==> src/sam_pkg.sv <==
// Function
// Top three address bits pick one of eight equal 0.5GB partitions.
// Lowest partition is code: Normal, executable, write-through.
// Second partition is RAM: Normal, executable, write-back allocate.
// Third partition is peripheral Device space, execute-never, uncached.
// Fourth partition is executable Normal memory, write-back allocate.
// Fifth partition is executable Normal memory, write-through.
// Sixth: shareable Device; seventh: unshared Device; both execute-never.
// Top partition is the execute-never system segment.
// First 1MB of system segment is private peripheral, rest vendor system.
// Software should put vendor resources high, leaving the gap reserved.
// Fetch from an execute-never region raises a hard fault.
// Declared cache policy may be demoted downstream but never upgraded.
// Strongly-ordered regions are always reported shareable.
// Exception vector table base is fixed at address zero.
// Data endianness is selectable, sampled from a strap at reset.
// Endianness affects data only; fetches are always little endian.
// Private peripheral loads and stores are always little endian.
// Selected endianness is readable as a status bit.
// Data barrier waits for pending system control accesses to finish.
// Instruction barrier completes only after every access has finished.
// Disabled tick timer never pends; pend clear stops later activation.
// Protection on: default map is privileged background only if enabled.
// Misaligned loads and stores raise a hard fault instead of accessing.
// Big endian data is byte-reversed across the 1, 2 or 4 byte size.
// Region attributes come combinationally in the request cycle.
// Private peripheral accesses go out as strongly-ordered, non-buffered.
package sam_pkg;

  // ----------------------------------------------------------------
  // Address map
  // ----------------------------------------------------------------
  localparam int ADDR_W = 32;
  localparam int PART_HI = 31;
  localparam int PART_LO = 29;
  localparam int SUB_HI = 28;
  localparam int SUB_LO = 20;
  localparam logic [2:0] PART_CODE = 3'h0;
  localparam logic [2:0] PART_SRAM = 3'h1;
  localparam logic [2:0] PART_PERIPH = 3'h2;
  localparam logic [2:0] PART_RAM_WRITE_BACK_ALLOCATE_POLICY = 3'h3;
  localparam logic [2:0] PART_RAM_WT = 3'h4;
  localparam logic [2:0] PART_DEV_SHARED = 3'h5;
  localparam logic [2:0] PART_DEV_PRIVATE = 3'h6;
  localparam logic [2:0] PART_SYSTEM = 3'h7;
  localparam logic [8:0] SUB_PRIVATE = 9'h000;
  localparam logic [31:0] VECTOR_BASE = 32'h0000_0000;

  // ----------------------------------------------------------------
  // Attribute encodings
  // ----------------------------------------------------------------
  typedef enum logic [1:0] {
    MEM_NORMAL = 2'b00,
    MEM_DEVICE = 2'b01,
    MEM_STRONG = 2'b10
  } sam_mem_type_t;

  typedef enum logic [1:0] {
    CACHE_NONE = 2'b00,
    CACHE_WRITE_BACK_ALLOCATE_POLICY = 2'b01,
    CACHE_WT = 2'b10
  } sam_cache_t;

  // ----------------------------------------------------------------
  // Access sizes
  // ----------------------------------------------------------------
  localparam logic [1:0] SIZE_BYTE = 2'h0;
  localparam logic [1:0] SIZE_HALF = 2'h1;
  localparam logic [1:0] SIZE_WORD = 2'h2;
  localparam logic [1:0] LOW2_ZERO = 2'h0;

  typedef enum logic [1:0] {
    ST_IDLE = 2'b00,
    ST_ISSUE = 2'b01,
    ST_WAIT = 2'b10
  } sam_state_t;

endpackage

==> src/sam_decode.sv <==
`timescale 1ns/1ps
`default_nettype none
module sam_decode
(
  // Clock and reset
  input wire logic clk_sys_i,
  input wire logic srst_i,
  // Endian strap
  input wire logic endian_strap_i,
  // Core access request
  input wire logic req_valid_i,
  input wire logic [31:0] req_addr_i,
  input wire logic [1:0] req_size_i,
  input wire logic req_write_i,
  input wire logic req_fetch_i,
  input wire logic req_priv_i,
  input wire logic [31:0] req_wdata_i,
  output logic req_ready_o,
  // Region attributes
  output logic [1:0] attr_mem_type_o,
  output logic [1:0] attr_cache_o,
  output logic attr_shareable_o,
  output logic attr_execute_never_o,
  output logic private_peripheral_region_o,
  output logic vendor_system_region_o,
  output logic default_map_used_o,
  // Protection unit
  input wire logic protection_unit_enable_i,
  input wire logic privileged_default_map_enable_i,
  input wire logic protection_unit_hit_i,
  // Fault
  output logic hard_fault_exception_o,
  // Fabric side
  output logic mem_req_o,
  output logic [31:0] mem_addr_o,
  output logic [1:0] mem_size_o,
  output logic mem_write_o,
  output logic [31:0] mem_wdata_o,
  output logic mem_strongly_ordered_o,
  input wire logic mem_done_i,
  input wire logic [31:0] mem_rdata_i,
  // Read return
  output logic [31:0] rdata_o,
  output logic rvalid_o,
  // Status
  output logic endian_select_bit_o,
  output logic [31:0] vector_table_base_o,
  // Barriers
  input wire logic data_sync_barrier_i,
  input wire logic instr_sync_barrier_i,
  output logic dsb_done_o,
  output logic isb_done_o,
  // Tick timer pend
  input wire logic tick_timer_enable_i,
  input wire logic tick_event_i,
  input wire logic tick_pend_clear_i,
  output logic tick_pend_set_o
);

  // ----------------------------------------------------------------
  // Declarations
  // ----------------------------------------------------------------
  sam_pkg::sam_state_t state;
  sam_pkg::sam_state_t next_state;
  logic [2:0] part;
  logic is_ppb;
  logic misaligned;
  logic pu_deny;
  logic fault;
  logic accept;
  logic swap_wr;
  logic [31:0] wdata_sw;
  logic [31:0] rdata_sw;
  logic held_ppb;
  logic held_swap;
  logic dsb_wait;
  logic isb_wait;

  assign part = req_addr_i[sam_pkg::PART_HI:sam_pkg::PART_LO];
  assign is_ppb = (part == sam_pkg::PART_SYSTEM) &&
    (req_addr_i[sam_pkg::SUB_HI:sam_pkg::SUB_LO] == sam_pkg::SUB_PRIVATE);

  // ----------------------------------------------------------------
  // Default map decode
  // ----------------------------------------------------------------
  // Purely combinational so the core sees attributes in its request cycle.
  always_comb
  begin
    attr_mem_type_o = sam_pkg::MEM_DEVICE;
    attr_cache_o = sam_pkg::CACHE_NONE;
    attr_shareable_o = 1'b0;
    attr_execute_never_o = 1'b1;
    case (part)
      sam_pkg::PART_CODE:
      begin
        attr_mem_type_o = sam_pkg::MEM_NORMAL;
        attr_cache_o = sam_pkg::CACHE_WT;
        attr_execute_never_o = 1'b0;
      end
      sam_pkg::PART_SRAM:
      begin
        attr_mem_type_o = sam_pkg::MEM_NORMAL;
        attr_cache_o = sam_pkg::CACHE_WRITE_BACK_ALLOCATE_POLICY;
        attr_execute_never_o = 1'b0;
      end
      sam_pkg::PART_PERIPH:
      begin
        attr_mem_type_o = sam_pkg::MEM_DEVICE;
      end
      sam_pkg::PART_RAM_WRITE_BACK_ALLOCATE_POLICY:
      begin
        attr_mem_type_o = sam_pkg::MEM_NORMAL;
        attr_cache_o = sam_pkg::CACHE_WRITE_BACK_ALLOCATE_POLICY;
        attr_execute_never_o = 1'b0;
      end
      sam_pkg::PART_RAM_WT:
      begin
        attr_mem_type_o = sam_pkg::MEM_NORMAL;
        attr_cache_o = sam_pkg::CACHE_WT;
        attr_execute_never_o = 1'b0;
      end
      sam_pkg::PART_DEV_SHARED:
      begin
        attr_shareable_o = 1'b1;
      end
      sam_pkg::PART_DEV_PRIVATE:
      begin
        attr_shareable_o = 1'b0;
      end
      sam_pkg::PART_SYSTEM:
      begin
        if (is_ppb)
        begin
          attr_mem_type_o = sam_pkg::MEM_STRONG;
          attr_shareable_o = 1'b1;
        end
      end
      default:
      begin
        attr_execute_never_o = 1'b1;
      end
    endcase
  end

  assign private_peripheral_region_o = is_ppb;
  assign vendor_system_region_o = (part == sam_pkg::PART_SYSTEM) && !is_ppb;
  assign vector_table_base_o = sam_pkg::VECTOR_BASE;

  // ----------------------------------------------------------------
  // Fault checks
  // ----------------------------------------------------------------
  always_comb
  begin
    misaligned = 1'b1;
    if (req_size_i == sam_pkg::SIZE_BYTE)
    begin
      misaligned = 1'b0;
    end
    else if (req_size_i == sam_pkg::SIZE_HALF)
    begin
      misaligned = req_addr_i[0];
    end
    else if (req_size_i == sam_pkg::SIZE_WORD)
    begin
      misaligned = (req_addr_i[1:0] != sam_pkg::LOW2_ZERO);
    end
  end

  // A protection-unit miss only falls back on the default map for
  // privileged code that has asked for it.
  assign default_map_used_o = !protection_unit_enable_i ||
    (!protection_unit_hit_i && req_priv_i &&
     privileged_default_map_enable_i);
  assign pu_deny = protection_unit_enable_i && !protection_unit_hit_i &&
    !(req_priv_i && privileged_default_map_enable_i);

  assign fault = (req_fetch_i && attr_execute_never_o) ||
    (!req_fetch_i && misaligned) ||
    (is_ppb && !req_priv_i) || pu_deny;

  assign req_ready_o = (state == sam_pkg::ST_IDLE);
  assign accept = req_valid_i && req_ready_o;

  always_ff @(posedge clk_sys_i)
  begin
    if (srst_i)
    begin
      hard_fault_exception_o <= 1'b0;
    end
    else
    begin
      hard_fault_exception_o <= accept && fault;
    end
  end

  // ----------------------------------------------------------------
  // Endianness
  // ----------------------------------------------------------------
  // Sampled while reset is held so software sees a constant afterwards.
  always_ff @(posedge clk_sys_i)
  begin
    if (srst_i)
    begin
      endian_select_bit_o <= endian_strap_i;
    end
  end

  // Fetches and private peripheral traffic bypass the byte swap.
  assign swap_wr = endian_select_bit_o && !req_fetch_i && !is_ppb;

  sam_byte_rev u_wr_rev
  (
    .swap_i(swap_wr),
    .size_i(req_size_i),
    .data_i(req_wdata_i),
    .data_o(wdata_sw)
  );

  sam_byte_rev u_rd_rev
  (
    .swap_i(held_swap),
    .size_i(mem_size_o),
    .data_i(mem_rdata_i),
    .data_o(rdata_sw)
  );

  // ----------------------------------------------------------------
  // Fabric sequencing
  // ----------------------------------------------------------------
  // One access outstanding at a time, which keeps strongly-ordered
  // private peripheral traffic unbuffered at the cost of throughput.
  always_comb
  begin
    next_state = state;
    case (state)
      sam_pkg::ST_IDLE:
      begin
        if (accept && !fault)
        begin
          next_state = sam_pkg::ST_ISSUE;
        end
      end
      sam_pkg::ST_ISSUE:
      begin
        next_state = sam_pkg::ST_WAIT;
      end
      sam_pkg::ST_WAIT:
      begin
        if (mem_done_i)
        begin
          next_state = sam_pkg::ST_IDLE;
        end
      end
      default:
      begin
        next_state = sam_pkg::ST_IDLE;
      end
    endcase
  end

  always_ff @(posedge clk_sys_i)
  begin
    if (srst_i)
    begin
      state <= sam_pkg::ST_IDLE;
    end
    else
    begin
      state <= next_state;
    end
  end

  assign mem_req_o = (state == sam_pkg::ST_ISSUE);

  always_ff @(posedge clk_sys_i)
  begin
    if (srst_i)
    begin
      mem_addr_o <= 32'h0000_0000;
      mem_size_o <= sam_pkg::SIZE_BYTE;
      mem_write_o <= 1'b0;
      mem_wdata_o <= 32'h0000_0000;
      mem_strongly_ordered_o <= 1'b0;
      held_ppb <= 1'b0;
      held_swap <= 1'b0;
    end
    else if (accept && !fault)
    begin
      mem_addr_o <= req_addr_i;
      mem_size_o <= req_size_i;
      mem_write_o <= req_write_i;
      mem_wdata_o <= wdata_sw;
      mem_strongly_ordered_o <= is_ppb;
      held_ppb <= is_ppb;
      held_swap <= swap_wr;
    end
  end

  always_ff @(posedge clk_sys_i)
  begin
    if (srst_i)
    begin
      rdata_o <= 32'h0000_0000;
      rvalid_o <= 1'b0;
    end
    else
    begin
      rvalid_o <= (state == sam_pkg::ST_WAIT) && mem_done_i && !mem_write_o;
      if ((state == sam_pkg::ST_WAIT) && mem_done_i && !mem_write_o)
      begin
        rdata_o <= rdata_sw;
      end
    end
  end

  // ----------------------------------------------------------------
  // Barriers
  // ----------------------------------------------------------------
  assign dsb_done_o = dsb_wait &&
    !((state != sam_pkg::ST_IDLE) && held_ppb);
  assign isb_done_o = isb_wait && (state == sam_pkg::ST_IDLE);

  always_ff @(posedge clk_sys_i)
  begin
    if (srst_i)
    begin
      dsb_wait <= 1'b0;
      isb_wait <= 1'b0;
    end
    else
    begin
      dsb_wait <= data_sync_barrier_i || (dsb_wait && !dsb_done_o);
      isb_wait <= instr_sync_barrier_i || (isb_wait && !isb_done_o);
    end
  end

  // ----------------------------------------------------------------
  // Tick pend status
  // ----------------------------------------------------------------
  // A tick landing in the clear cycle still pends; it can only come
  // while the timer is enabled, so a disable first stops it for good.
  always_ff @(posedge clk_sys_i)
  begin
    if (srst_i)
    begin
      tick_pend_set_o <= 1'b0;
    end
    else if (tick_event_i && tick_timer_enable_i)
    begin
      tick_pend_set_o <= 1'b1;
    end
    else if (tick_pend_clear_i)
    begin
      tick_pend_set_o <= 1'b0;
    end
  end

  // ----------------------------------------------------------------
  // Checks
  // ----------------------------------------------------------------
  fetch_xn_fault_a: assert property (
    @(posedge clk_sys_i) disable iff (srst_i)
    accept && req_fetch_i && attr_execute_never_o |=>
      hard_fault_exception_o ##1 !mem_req_o)
    else $error("execute-never fetch did not fault");

  align_fault_a: assert property (
    @(posedge clk_sys_i) disable iff (srst_i)
    accept && !req_fetch_i && req_size_i == sam_pkg::SIZE_WORD &&
      req_addr_i[0] |=> hard_fault_exception_o && !mem_req_o)
    else $error("misaligned word access did not fault");

  strong_share_a: assert property (
    @(posedge clk_sys_i) disable iff (srst_i)
    attr_mem_type_o == sam_pkg::MEM_STRONG |-> attr_shareable_o &&
      private_peripheral_region_o)
    else $error("strongly-ordered region not shareable");

  code_region_a: assert property (
    @(posedge clk_sys_i) disable iff (srst_i)
    part == sam_pkg::PART_CODE |->
      attr_cache_o == sam_pkg::CACHE_WT && !attr_execute_never_o)
    else $error("code region attributes wrong");

  device_xn_a: assert property (
    @(posedge clk_sys_i) disable iff (srst_i)
    attr_mem_type_o == sam_pkg::MEM_DEVICE |->
      attr_execute_never_o && attr_cache_o == sam_pkg::CACHE_NONE)
    else $error("device region executable or cached");

  ppb_little_a: assert property (
    @(posedge clk_sys_i) disable iff (srst_i)
    accept && !fault && is_ppb |=> !held_swap && mem_strongly_ordered_o)
    else $error("private peripheral access swapped");

  endian_hold_a: assert property (
    @(posedge clk_sys_i) disable iff (srst_i)
    !$past(srst_i) |-> $stable(endian_select_bit_o))
    else $error("endian select changed outside reset");

  dsb_order_a: assert property (
    @(posedge clk_sys_i) disable iff (srst_i)
    dsb_done_o |-> !(held_ppb && state != sam_pkg::ST_IDLE))
    else $error("data barrier done with control access pending");

  tick_off_a: assert property (
    @(posedge clk_sys_i) disable iff (srst_i)
    !tick_timer_enable_i && !tick_pend_set_o |=> !tick_pend_set_o)
    else $error("tick pend set with timer disabled");

  bg_region_a: assert property (
    @(posedge clk_sys_i) disable iff (srst_i)
    accept && protection_unit_enable_i && !protection_unit_hit_i &&
      !req_priv_i |=> hard_fault_exception_o)
    else $error("unprivileged background access allowed");

endmodule
`default_nettype wire

==> src/sam_byte_rev.sv <==
`timescale 1ns/1ps
`default_nettype none
module sam_byte_rev
(
  // Control
  input wire logic swap_i,
  input wire logic [1:0] size_i,
  // Data
  input wire logic [31:0] data_i,
  output logic [31:0] data_o
);

  // ----------------------------------------------------------------
  // Reversal across the access size
  // ----------------------------------------------------------------
  always_comb
  begin
    data_o = data_i;
    if (swap_i)
    begin
      if (size_i == sam_pkg::SIZE_HALF)
      begin
        data_o = {16'h0000, data_i[7:0], data_i[15:8]};
      end
      else if (size_i == sam_pkg::SIZE_WORD)
      begin
        data_o = {data_i[7:0], data_i[15:8], data_i[23:16], data_i[31:24]};
      end
    end
  end

endmodule
`default_nettype wire

==> config.mk <==
export PLATFORM = sky130hd
export DESIGN_NAME = sam_decode
export DESIGN_NICKNAME = d
export VERILOG_FILES = /design/src/sam_pkg.sv /design/src/sam_decode.sv /design/src/sam_byte_rev.sv
export SDC_FILE = /design/constraint.sdc
export NUM_CORES = 1
export LEC_CHECK = 0
export BUFFER_PORTS_ARGS = -buffer_cell sky130_fd_sc_hd__buf_4
export CAP_MARGIN = 5
export CORE_MARGIN = 5
export CORE_UTILIZATION = 46
export CTS_CLUSTER_SIZE = 16
export DETAILED_ROUTE_END_ITERATION = 6
export PLACE_DENSITY_LB_ADDON = 0.3
export SYNTH_ARGS = -nofsm -noshare
export SYNTH_HDL_FRONTEND = slang
export SYNTH_SLANG_ARGS = --single-unit
==> constraint.sdc <==
create_clock -name clk_sys_i -period 2.7 [get_ports clk_sys_i]
set_clock_uncertainty 0.05 [all_clocks]
set_input_delay 0.54 -clock clk_sys_i [delete_from_list [all_inputs] [get_ports clk_sys_i]]
set_output_delay 0.54 -clock clk_sys_i [all_outputs]
set_load 0.02 [all_outputs]
==> results of run 1 <==
## area by class of cell
cell class	instances	share of cell area
clock buffers	12	0.0361
clock inverters	2	0.00141
inverters	4	0.00212
multi-input cells	410	0.365
flip-flops and latches	109	0.309
well taps	140	0.0247
repair buffers	246	0.262
## where the power goes
| group | internal (mW) | leakage, nW | switching, mW |
|---|---|---|---|
| Clock | 0.664 | 0.134 | 0.551 |
| Sequential | 1.69 | 0.888 | 0.0470 |
| Combinational | 0.331 | 2.06 | 0.461 |
## logic make-up after synthesis
group           after synthesis  synth area share
compound gates              198             0.256
simple gates                147             0.150
flops                       109             0.422
buf+inv                      94             0.104
mux                          33            0.0678
other cells                   1          0.000723
## registers in the layout, indices dropped and copies added, names as in the netlist
name	count
tick_pend_set_o	1
mem_wdata_o	32
mem_write_o	1
dsb_wait	1
endian_select_bit_o	1
state	2
held_ppb	1
isb_wait	1
rvalid_o	1
held_swap	1
mem_size_o	2
rdata_o	32
hard_fault_exception_o	1
mem_addr_o	32
## per-layer routing
metal / track usage / wire length [um] / vias up
met4: 0.0866 / 419 / 0
met1: 0.308 / 6740 / 2506
li1: - / - / 2508
met2: 0.403 / 8340 / 292
met5: 0 / 0 / -
met3: 0.0611 / 1690 / 42
## worst min-delay path by stage
stage	start	to	slack, ns	depth (start not counted)
after global routing	endian_strap_i	endian_select_bit_o$_DFFE_PP_	0.31	1
after floorplan	isb_wait$_SDFF_PP0_	isb_wait$_SDFF_PP0_	0.39	2
after CTS	endian_strap_i	endian_select_bit_o$_DFFE_PP_	0.31	1
after detailed placement	mem_wdata_o[29]$_SDFFE_PP0P_	mem_wdata_o[29]$_SDFFE_PP0P_	0.40	1
after global placement	rdata_o[15]$_SDFFE_PP0P_	rdata_o[15]$_SDFFE_PP0P_	0.40	2
final	endian_strap_i	endian_select_bit_o$_DFFE_PP_	0.33	1
## per-stage QoR
stage / setup WS (ns) / power, mW / util / area [um^2]
4_1_cts: 0.504 / 3.77 / 0.649 / 7100
2_1_floorplan: 0.517 / 2.21 / - / 5310
3_5_place_dp: 0.231 / 2.56 / 0.625 / 6830
5_1_grt: 0.278 / 3.91 / 0.649 / 7100
6_report: 0.457 / 3.74 / 0.649 / 7100
3_3_place_gp: 0.283 / 2.54 / 0.625 / 6830
## synth_stat cells (all sizes together) (17+ instances only)
cell type	n
or3	17
buf	53
nand3	39
nor3	17
nor2	41
dfxtp	108
clkbuf	37
a21oi	58
o2bb2ai	32
mux2	17
o21ai	39
## worst max-delay path, stage by stage, from the launching register on
cell,delay (ns)
sky130_fd_sc_hd__dfxtp_1,0.41
sky130_fd_sc_hd__and3b_1,0.44
sky130_fd_sc_hd__nor2_1,0.97
sky130_fd_sc_hd__a22oi_1,0.16
sky130_fd_sc_hd__nor2_1,0.14
==> impl_summary.md, run 1 <==
Status
The flow ran to the end, and the final reports show no timing, DRC or antenna violations.

Global routing
The initial antenna violation count is 0. The aggregate global routing overflow is 0. The via count of the first global-routing pass came to 5056. Entering global routing, the biggest net connects 47 pins. The all-layer global routing usage is 0.243. The first global-routing pass estimated 26400 um of wire.

Clocking
The longest clock path from root to sink contains 2 buffers. The total clock buffers created by CTS is 9. The count of clock tree sinks is 109.

The maximum level of the CTS H-tree is 3. The clock slew seen by the registers of the worst setup and hold paths is 0.07 ns. TritonCTS built the clock tree. The number of buffers inserted to repair setup after CTS is 0. The number of instances resized during post-cts repair is 0. Clock latency on the worst-skew pair, taken at its later pin, is 0.33 ns. Clock tree synthesis selected as its root buffer the cell sky130_fd_sc_hd__clkbuf_16.

Buffers inserted to repair hold after CTS numbered 0.

Die
The die footprint is 0.0135 mm^2. The number of standard-cell rows in the floorplan is 38. The core region is 0.0109 mm^2. The height of the die is 116 um. The floorplan die width is 116 um. The top-level I/O count is 263.

For this configuration, the core starts out at a cell density of 0.474.

Critical path
In this run the worst setup path begins at mem_size_o[1]$_SDFFE_PP0P_. The arrival time of data at the critical path endpoint is 2.46 ns. For the worst flop-to-flop path, the logic depth is 4.

The worst setup path is launched from a flip-flop. Along the worst path, the maximum fanout reaches 19. The sort of element at the end of the critical path is a flip-flop.

At the worst endpoint, the required time is 2.92 ns. The classification of the worst setup path is reg2reg. In this run the register-to-register setup slack is 0.46 ns.

The endpoint identified for the worst register-to-register timing path is rdata_o[22]$_SDFFE_PP0P_. The most critical setup path has its endpoint at rdata_o[22]$_SDFFE_PP0P_. The reg-to-reg startpoint is mem_size_o[1]$_SDFFE_PP0P_.

Cells and area
The library cells used most frequently in the layout, excluding fill and tap cells, are sky130_fd_sc_hd__buf_4 (245), sky130_fd_sc_hd__dfxtp_1 (108), sky130_fd_sc_hd__a21oi_1 (57). The most common cell after layout, fill and taps aside is sky130_fd_sc_hd__buf_4. The count of filler cells inserted in the layout is 924. The non-filler instance count after layout is 923. Summing all flip-flop and latch instances after layout gives 0.00219 mm^2. The fraction of final layout cells with drive strength greater than 1 is 0.367. The combined area of the multi-input logic cells is 0.00259 mm^2.

The repair_antennas step left the layout with diodes totalling 0. The area added between synthesis and finish is 36.8%. The count of nets after finishing is 894.

Timing
The count of final setup violators is 0. Of the available clock period, the critical path in the final layout requires 0.831. The worst-case headroom to the max-slew limit is 0.227. For the pin with the worst max-slew slack, the measured transition is 1.16 ns. The number of hold violations in the final report is 0. After layout, the minimum clock period comes to 2.24 ns.

Setup repair after global routing left no endpoint under its margin. The count of pins over their slew limit is 0. The maximum clock rate is 0.446 GHz.

The smallest hold slack is 0.329 ns. Summed over all failing endpoints, the final setup total negative slack is 0 ns.

Yosys
Of the synthesized area, sequential elements account for 0.422. The synthesized netlist contains 49 unique library cells. The average instance in the mapped netlist occupies 8.92 um^2.

The synthesized design contains 109 register bits. The portion of synthesized cell area occupied by the leading cell type is 0.417. By area the synthesized netlist is led by sky130_fd_sc_hd__dfxtp_1 (42%), sky130_fd_sc_hd__a21oi_1 (5.6%), sky130_fd_sc_hd__o2bb2ai_1 (5.4%). The Yosys warning count is 0. The total standard cell area after synthesis is 0.00519 mm^2. The number of enable flip-flop cells after synthesis is 1.

Counting flops with an async set or reset pin after synthesis yields a share of 0. Among all flip-flop cells after synthesis, the most frequent one is sky130_fd_sc_hd__dfxtp_1. Counting every instance in the synthesized netlist gives 582. sky130_fd_sc_hd__dfxtp_1 takes more of the synthesized area than any other cell.

Routing
The initial DRC count is 353. In the routed layout, each cell is associated on average with a via count of 5.79. The total wirelength of the detailed-routed design is 17200 um. Before antenna repair, the detailed router went through 5 iterations. The number of antenna-violating nets in the routed design is 0. The number of remaining DRC errors is 0. After detailed routing, the average wire length per cell comes to 18.6 um.

The total via count in the routed design is 5348.

Power
The power density of the placed cells is 527 mW/mm^2. The maximum resistive drop on vdd is 293 uV. The analysis attributes to cell leakage a power of 3.08 nW.

Place
The placed wire-length estimate after detailed placement is 12700 um. The final estimated routing congestion in global placement is 0.875. The number of placed instances, taps included, is 909. Port buffering added 230 buffers.

Min path
The type of the worst min-delay path is in2reg.

Run
The number of violations of the max-capacitance limit is 0.
Power figures use the tool's default switching activity.
==> inputs of run 2 (changes only) <==
==> constraint.sdc (replaced) <==
create_clock -name clk_sys_i -period 2.2 [get_ports clk_sys_i]
set_clock_uncertainty 0.05 [all_clocks]
set_input_delay 0.44 -clock clk_sys_i [delete_from_list [all_inputs] [get_ports clk_sys_i]]
set_output_delay 0.44 -clock clk_sys_i [all_outputs]
set_load 0.02 [all_outputs]
==> run 2 against run 1 <==
Compared with the run above:
- cell count is 0.65% higher
- design area is 1.3% higher
- power grew 27%
- global-route usage up 0.80 points
- non-clock buffer count increased by 5
- die area unchanged
- combinational power increased by 24%
- critical endpoint is now attr_mem_type_o[0]
- largest cell class unchanged
==> impl_summary.md, run 2 (synthesis results as in run 1) <==
Critical path
The required time at the endpoint of the critical path is 1.71 ns (was 2.92 ns). The classification of the worst setup path is in2out (was reg2reg). The biggest fanout along the worst timing path is 5 (was 19). The arrival time of data at the critical path endpoint was 1.63 ns (was 2.46 ns).

The sort of element at the end of the critical path is a primary output (was flip-flop). The startpoint type of the worst setup path is an input pin (was flip-flop).

Routing
The detailed-routing iteration count for the pre-antenna-repair pass is 5 (unchanged). The wire length per cell is 18.9 um (was 18.6 um). The number of antenna-violating nets in the routed design is 0 (unchanged).

The initial DRC count is 385 (was 353). The total wirelength of the detailed-routed design is 17600 um (was 17200 um). The number of remaining DRC errors came to 0 (unchanged). The total via count in the routed design is 5390 (was 5348). The ratio of routed vias to standard cells came to 5.80 (was 5.79).

Cells and area
The most common cell after layout, fill and taps aside is sky130_fd_sc_hd__buf_4 (unchanged). The count of filler cells inserted in the layout is 888 (was 924). The area added between synthesis and finish was 38.6% (was 36.8%). The flip-flop and latch area was 0.00219 mm^2 (unchanged). The fraction of final layout cells with drive strength greater than 1 is 0.374 (was 0.367). The total inserted antenna cells is 0 (unchanged).

Regs by FF count: mem_addr_o (32), mem_wdata_o (32), rdata_o (32) (unchanged). The count of nets after finishing came to 899 (was 894). The combined area of the multi-input logic cells is 0.00261 mm^2 (was 0.00259 mm^2).

Top library cells by usage in the layout, fill and taps aside: sky130_fd_sc_hd__buf_4 (249), sky130_fd_sc_hd__dfxtp_1 (108), sky130_fd_sc_hd__a21oi_1 (57) (was sky130_fd_sc_hd__buf_4 (245), sky130_fd_sc_hd__dfxtp_1 (108), sky130_fd_sc_hd__a21oi_1 (57)).

Timing
The final setup TNS was 0 ns (unchanged). The worst-case headroom to the max-slew limit is 0.506 (was 0.227). For this run, the top clock speed supported by timing is 0.472 GHz. The worst path needs 2.12 ns of the cycle, external delays included. The number of hold violations in the final report came to 0 (unchanged). The count of final setup violators is 0 (unchanged). Unrepaired setup endpoints after global routing: no (unchanged).

The smallest hold slack is 0.215 ns (was 0.329 ns). The count of pins over their slew limit came to 0 (unchanged). In the finished design, the share of the clock period the worst path needs comes to 0.962. The actual slew at the worst max-slew pin is 0.739 ns (was 1.16 ns).

Place
The placed wire-length estimate after detailed placement is 13100 um (was 12700 um). The number of input and output port buffers inserted was 230 (unchanged). The final estimated routing congestion in global placement came to 0.835 (was 0.875).

Die
The placeable core region is 0.0109 mm^2 (unchanged). The initial core utilization is 0.474 (unchanged). The top-level I/O count is 263 (unchanged). The floorplan die width is 116 um (unchanged).

The die footprint was 0.0135 mm^2 (unchanged). The number of standard-cell rows in the floorplan is 38 (unchanged). The height of the die was 116 um (unchanged).

Status
Status: complete, no violations (unchanged).

Clocking
The TritonCTS clock tree is yes (unchanged). The buffer depth of the longest clock path is 2 (unchanged). The total clock buffers created by CTS came to 9 (unchanged). The worst-skew pair later-pin latency is 0.35 ns (was 0.33 ns). The clock slew seen by the registers of the worst setup and hold paths is 0.07 ns (about the same). The cell at the root of the clock tree is sky130_fd_sc_hd__clkbuf_16 (unchanged).

The count of clock tree sinks was 109 (unchanged). The number of buffers inserted to repair setup after CTS was 0 (unchanged). The maximum level of the CTS H-tree is 3 (unchanged).

Global routing
The via count of the first global-routing pass was 5260 (was 5056). The pin count of the biggest net entering global routing is 38 (was 47). The aggregate global routing overflow is 0 (unchanged). The global-route wire length before repair was 27400 um (was 26400 um). The initial antenna violation count is 0 (unchanged). The all-layer global routing usage is 0.251 (was 0.243).

Min path
The type of the worst min-delay path was in2reg (unchanged).

Power
The maximum resistive drop on vdd is 436 uV (was 293 uV). The static leakage power was 3.13 nW (was 3.08 nW). The power density of the placed cells came to 659 mW/mm^2 (was 527 mW/mm^2).

Run
The number of violations of the max-capacitance limit is 0 (unchanged).
run 2: routing by layer:
metal,track usage,routed length (um),part of all wire
met2,0.418,8660,0.49
met3,0.0663,1560,0.088
met4,0.0936,442,0.025
met1,0.314,6930,0.39
met5,0,0,0
run 2: final timing paths:
check	from	end	slack (ns)	cells after the start
min reg2reg	rdata_o[0]$_SDFFE_PP0P_	rdata_o[0]$_SDFFE_PP0P_	0.42	2
max	req_addr_i[23]	attr_mem_type_o[0]	0.08	6
min	endian_strap_i	endian_select_bit_o$_DFFE_PP_	0.22	1
max reg2reg	state[0]$_SDFFE_PP0P_	mem_wdata_o[24]$_SDFFE_PP0P_	0.31	7
run 2: where the power goes:
part           internal (mW)  switching (mW)
Combinational          0.411           0.570
Sequential              2.07          0.0594
Clock                  0.907           0.722
run 2: final cells by class:
cell class,count,share of cell area
tap,140,0.0244
sequential,109,0.305
clock buffer,11,0.0338
timing repair buffer,251,0.265
inverter,4,0.00209
multi-input combinational,410,0.363
clock inverter,4,0.00678
run 2: worst max-delay path, cell delays in order:
cell	delay [ns]
sky130_fd_sc_hd__buf_4	0.12
sky130_fd_sc_hd__nor4_2	0.38
sky130_fd_sc_hd__and4_4	0.34
sky130_fd_sc_hd__buf_4	0.15
sky130_fd_sc_hd__nor2b_1	0.05
sky130_fd_sc_hd__buf_4	0.15
run 2: repair_timing:
action	in CTS	in global routing
resized for setup	0	4
setup endpoints to repair	0	34
hold endpoints to repair	0	0
hold buffers	0	0
run 2: stage by stage:
| stage | cell area, um^2 | cells | total power, mW | worst slack [ns] | util |
|---|---|---|---|---|---|
| 4_1_cts | 7170 | 929 | 4.75 | 0.106 | 0.656 |
| 6_report | 7190 | 929 | 4.74 | 0.0834 | 0.658 |
| 2_1_floorplan | 5310 | 613 | 2.71 | 0.117 | - |
| 3_3_place_gp | 6880 | 914 | 3.12 | -0.0911 | 0.629 |
| 5_1_grt | 7190 | 929 | 4.92 | 0.0552 | 0.658 |
| 3_5_place_dp | 6880 | 914 | 3.14 | -0.211 | 0.629 |
==> inputs of run 3 (changes only) <==
--- a/config.mk
+++ b/config.mk
@@ -7,11 +7,12 @@
 export LEC_CHECK = 0
 export BUFFER_PORTS_ARGS = -buffer_cell sky130_fd_sc_hd__buf_4
 export CAP_MARGIN = 5
-export CORE_MARGIN = 5
+export CORE_MARGIN = 2
 export CORE_UTILIZATION = 46
 export CTS_CLUSTER_SIZE = 16
 export DETAILED_ROUTE_END_ITERATION = 6
 export PLACE_DENSITY_LB_ADDON = 0.3
+export SLEW_MARGIN = 5
 export SYNTH_ARGS = -nofsm -noshare
 export SYNTH_HDL_FRONTEND = slang
 export SYNTH_SLANG_ARGS = --single-unit
==> run 3 against run 2 <==
Compared with the run above:
- flip-flop and latch count unchanged
- worst setup slack better by 0.0085 ns
- global-route usage up 2.3 points
- count of clock-buffer cells in the layout up 2
- highest routed layer unchanged
- register-to-register slack worse by 0.17 ns
- sequential share of layout area down 0.33 points
- first-iteration DRC count down 18%
- largest power group unchanged
- design area up 1.1%
==> impl_summary.md, run 3 (synthesis results as in run 1) <==
Cells and area
The count of nets after finishing is 904 (was 899). The count of filler cells inserted in the layout is 911 (was 888). The utilization after layout is 0.665 (was 0.658). Regs by FF count: mem_addr_o (32), mem_wdata_o (32), rdata_o (32) (unchanged).

Top library cells by usage in the layout, fill and taps aside: sky130_fd_sc_hd__buf_4 (254), sky130_fd_sc_hd__dfxtp_1 (108), sky130_fd_sc_hd__a21oi_1 (57) (was sky130_fd_sc_hd__buf_4 (249), sky130_fd_sc_hd__dfxtp_1 (108), sky130_fd_sc_hd__a21oi_1 (57)). The total inserted antenna cells is 0 (unchanged). The most common cell after layout, fill and taps aside is sky130_fd_sc_hd__buf_4 (unchanged). The area added between synthesis and finish is 40.1% (was 38.6%). The fraction of final layout cells with drive strength greater than 1 is 0.377 (was 0.374). The non-filler instance count after layout is 935 (was 929).

Timing
The count of final setup violators is 0 (unchanged). The smallest hold slack came to 0.214 ns (was 0.215 ns). The count of pins over their slew limit was 0 (unchanged).

The final period utilization is 0.958 (was 0.962). Unrepaired setup endpoints after global routing: no (unchanged). The final setup TNS was 0 ns (unchanged). The worst-case headroom to the max-slew limit is 0.181 (was 0.506). The actual slew at the worst max-slew pin is 1.22 ns (was 0.739 ns). The worst setup slack after layout is 0.0919 ns (was 0.0834 ns). The maximum clock rate is 0.474 GHz (was 0.472 GHz). The final period demand of the worst path is 2.11 ns (was 2.12 ns). The number of hold violations in the final report came to 0 (unchanged).

Power
The maximum resistive drop on vdd came to 461 uV (was 436 uV). The static leakage power is 3.18 nW (was 3.13 nW). The power density of the placed cells is 681 mW/mm^2 (was 659 mW/mm^2).

Place
The pre-CTS worst setup slack is -0.203 ns (was -0.211 ns). The number of input and output port buffers inserted is 230 (unchanged). The final estimated routing congestion in global placement came to 0.857 (was 0.835). The number of placed instances, taps included is 919 (was 914). The placed wire-length estimate after detailed placement came to 12400 um (was 13100 um).

Critical path
The startpoint type of the worst setup path is an input pin (unchanged). The classification of the worst setup path is in2out (unchanged). The sort of element at the end of the critical path is a primary output (unchanged). The biggest fanout along the worst timing path is 5 (unchanged). The required time at the endpoint of the critical path came to 1.71 ns (about the same). The arrival time of data at the critical path endpoint is 1.62 ns (was 1.63 ns).

Routing
The number of remaining DRC errors came to 0 (unchanged). The detailed-routing iteration count for the pre-antenna-repair pass was 5 (unchanged). The wire length per cell came to 18.0 um (was 18.9 um). The number of antenna-violating nets in the routed design is 0 (unchanged).

The total via count in the routed design is 5335 (was 5390). The total wirelength of the detailed-routed design is 16800 um (was 17600 um). The ratio of routed vias to standard cells is 5.71 (was 5.80).

The initial DRC count was 317 (was 385).

Clocking
The maximum level of the CTS H-tree is 3 (unchanged). The cell at the root of the clock tree is sky130_fd_sc_hd__clkbuf_16 (unchanged). The clock slew seen by the registers of the worst setup and hold paths is 0.07 ns (about the same). The total clock buffers created by CTS is 9 (unchanged). The TritonCTS clock tree is yes (unchanged). The count of clock tree sinks is 109 (unchanged). The worst-skew pair later-pin latency is 0.35 ns (about the same). The buffer depth of the longest clock path is 2 (unchanged).

Global routing
The initial antenna violation count came to 0 (unchanged). The pin count of the biggest net entering global routing is 43 (was 38). The via count of the first global-routing pass was 5141 (was 5260). The global-route wire length before repair came to 26000 um (was 27400 um).

The all-layer global routing usage is 0.274 (was 0.251). The aggregate global routing overflow came to 0 (unchanged).

Run
The number of violations of the max-capacitance limit is 0 (unchanged).

Die
The number of standard-cell rows in the floorplan was 38 (unchanged). The height of the die is 110 um (was 116 um). The die footprint is 0.0121 mm^2 (was 0.0135 mm^2). The initial core utilization is 0.474 (unchanged). The floorplan die width is 110 um (was 116 um). The top-level I/O count is 263 (unchanged). The placeable core region is 0.0109 mm^2 (unchanged).

Min path
The type of the worst min-delay path is in2reg (unchanged).

Status
Status: complete, no violations (unchanged).
[run 3: stage by stage]
| stage | cell area (um^2) | power [mW] |
|---|---|---|
| 2_1_floorplan | 5310 | 2.71 |
| 3_3_place_gp | 6920 | 3.12 |
| 3_5_place_dp | 6920 | 3.14 |
| 4_1_cts | 7260 | 4.97 |
| 5_1_grt | 7270 | 5.13 |
| 6_report | 7270 | 4.95 |
[run 3: final timing paths]
check                                   from                       endpoint  slack (ns)  cells after the start
hold reg to reg     rdata_o[15]$_SDFFE_PP0P_       rdata_o[15]$_SDFFE_PP0P_        0.41                      2
hold / removal                endian_strap_i  endian_select_bit_o$_DFFE_PP_        0.21                      1
setup / recovery              req_addr_i[23]             attr_mem_type_o[0]        0.09                      6
setup reg to reg  mem_size_o[1]$_SDFFE_PP0P_       rdata_o[29]$_SDFFE_PP0P_        0.14                      4
[run 3: layout make-up]
class                           count  area [um^2]  area share
Inverter                            4         15.0     0.00207
Clock buffer                       13          280      0.0385
Multi-Input combinational cell    410         2600       0.357
Timing Repair Buffer              256         1950       0.268
Clock inverter                      3         65.1     0.00895
Sequential cell                   109         2190       0.301
Tap cell                          140          175      0.0241
[run 3: routing by layer]
layer,track usage,share of wire,vias up
met5,0,0,-
met4,0.120,0.031,0
met3,0.0711,0.085,43
met2,0.453,0.49,261
met1,0.336,0.40,2507
li1,-,-,2524
[run 3: report_power, final]
group | internal [mW] | switching [mW]
clock | 1.12 | 0.720
combinational | 0.418 | 0.567
sequential | 2.07 | 0.0581
[run 3: worst max-delay path, cell delays in order]
cell	delay, ns
sky130_fd_sc_hd__buf_4	0.12
sky130_fd_sc_hd__nor4_2	0.38
sky130_fd_sc_hd__and4_4	0.34
sky130_fd_sc_hd__buf_4	0.15
sky130_fd_sc_hd__nor2b_1	0.05
sky130_fd_sc_hd__buf_4	0.15
[run 3: timing repair]
action,CTS,global route
setup endpoints to repair,0,3
gates resized for setup,0,1
setup buffers,0,0
hold buffers,0,0
hold endpoints to repair,0,0
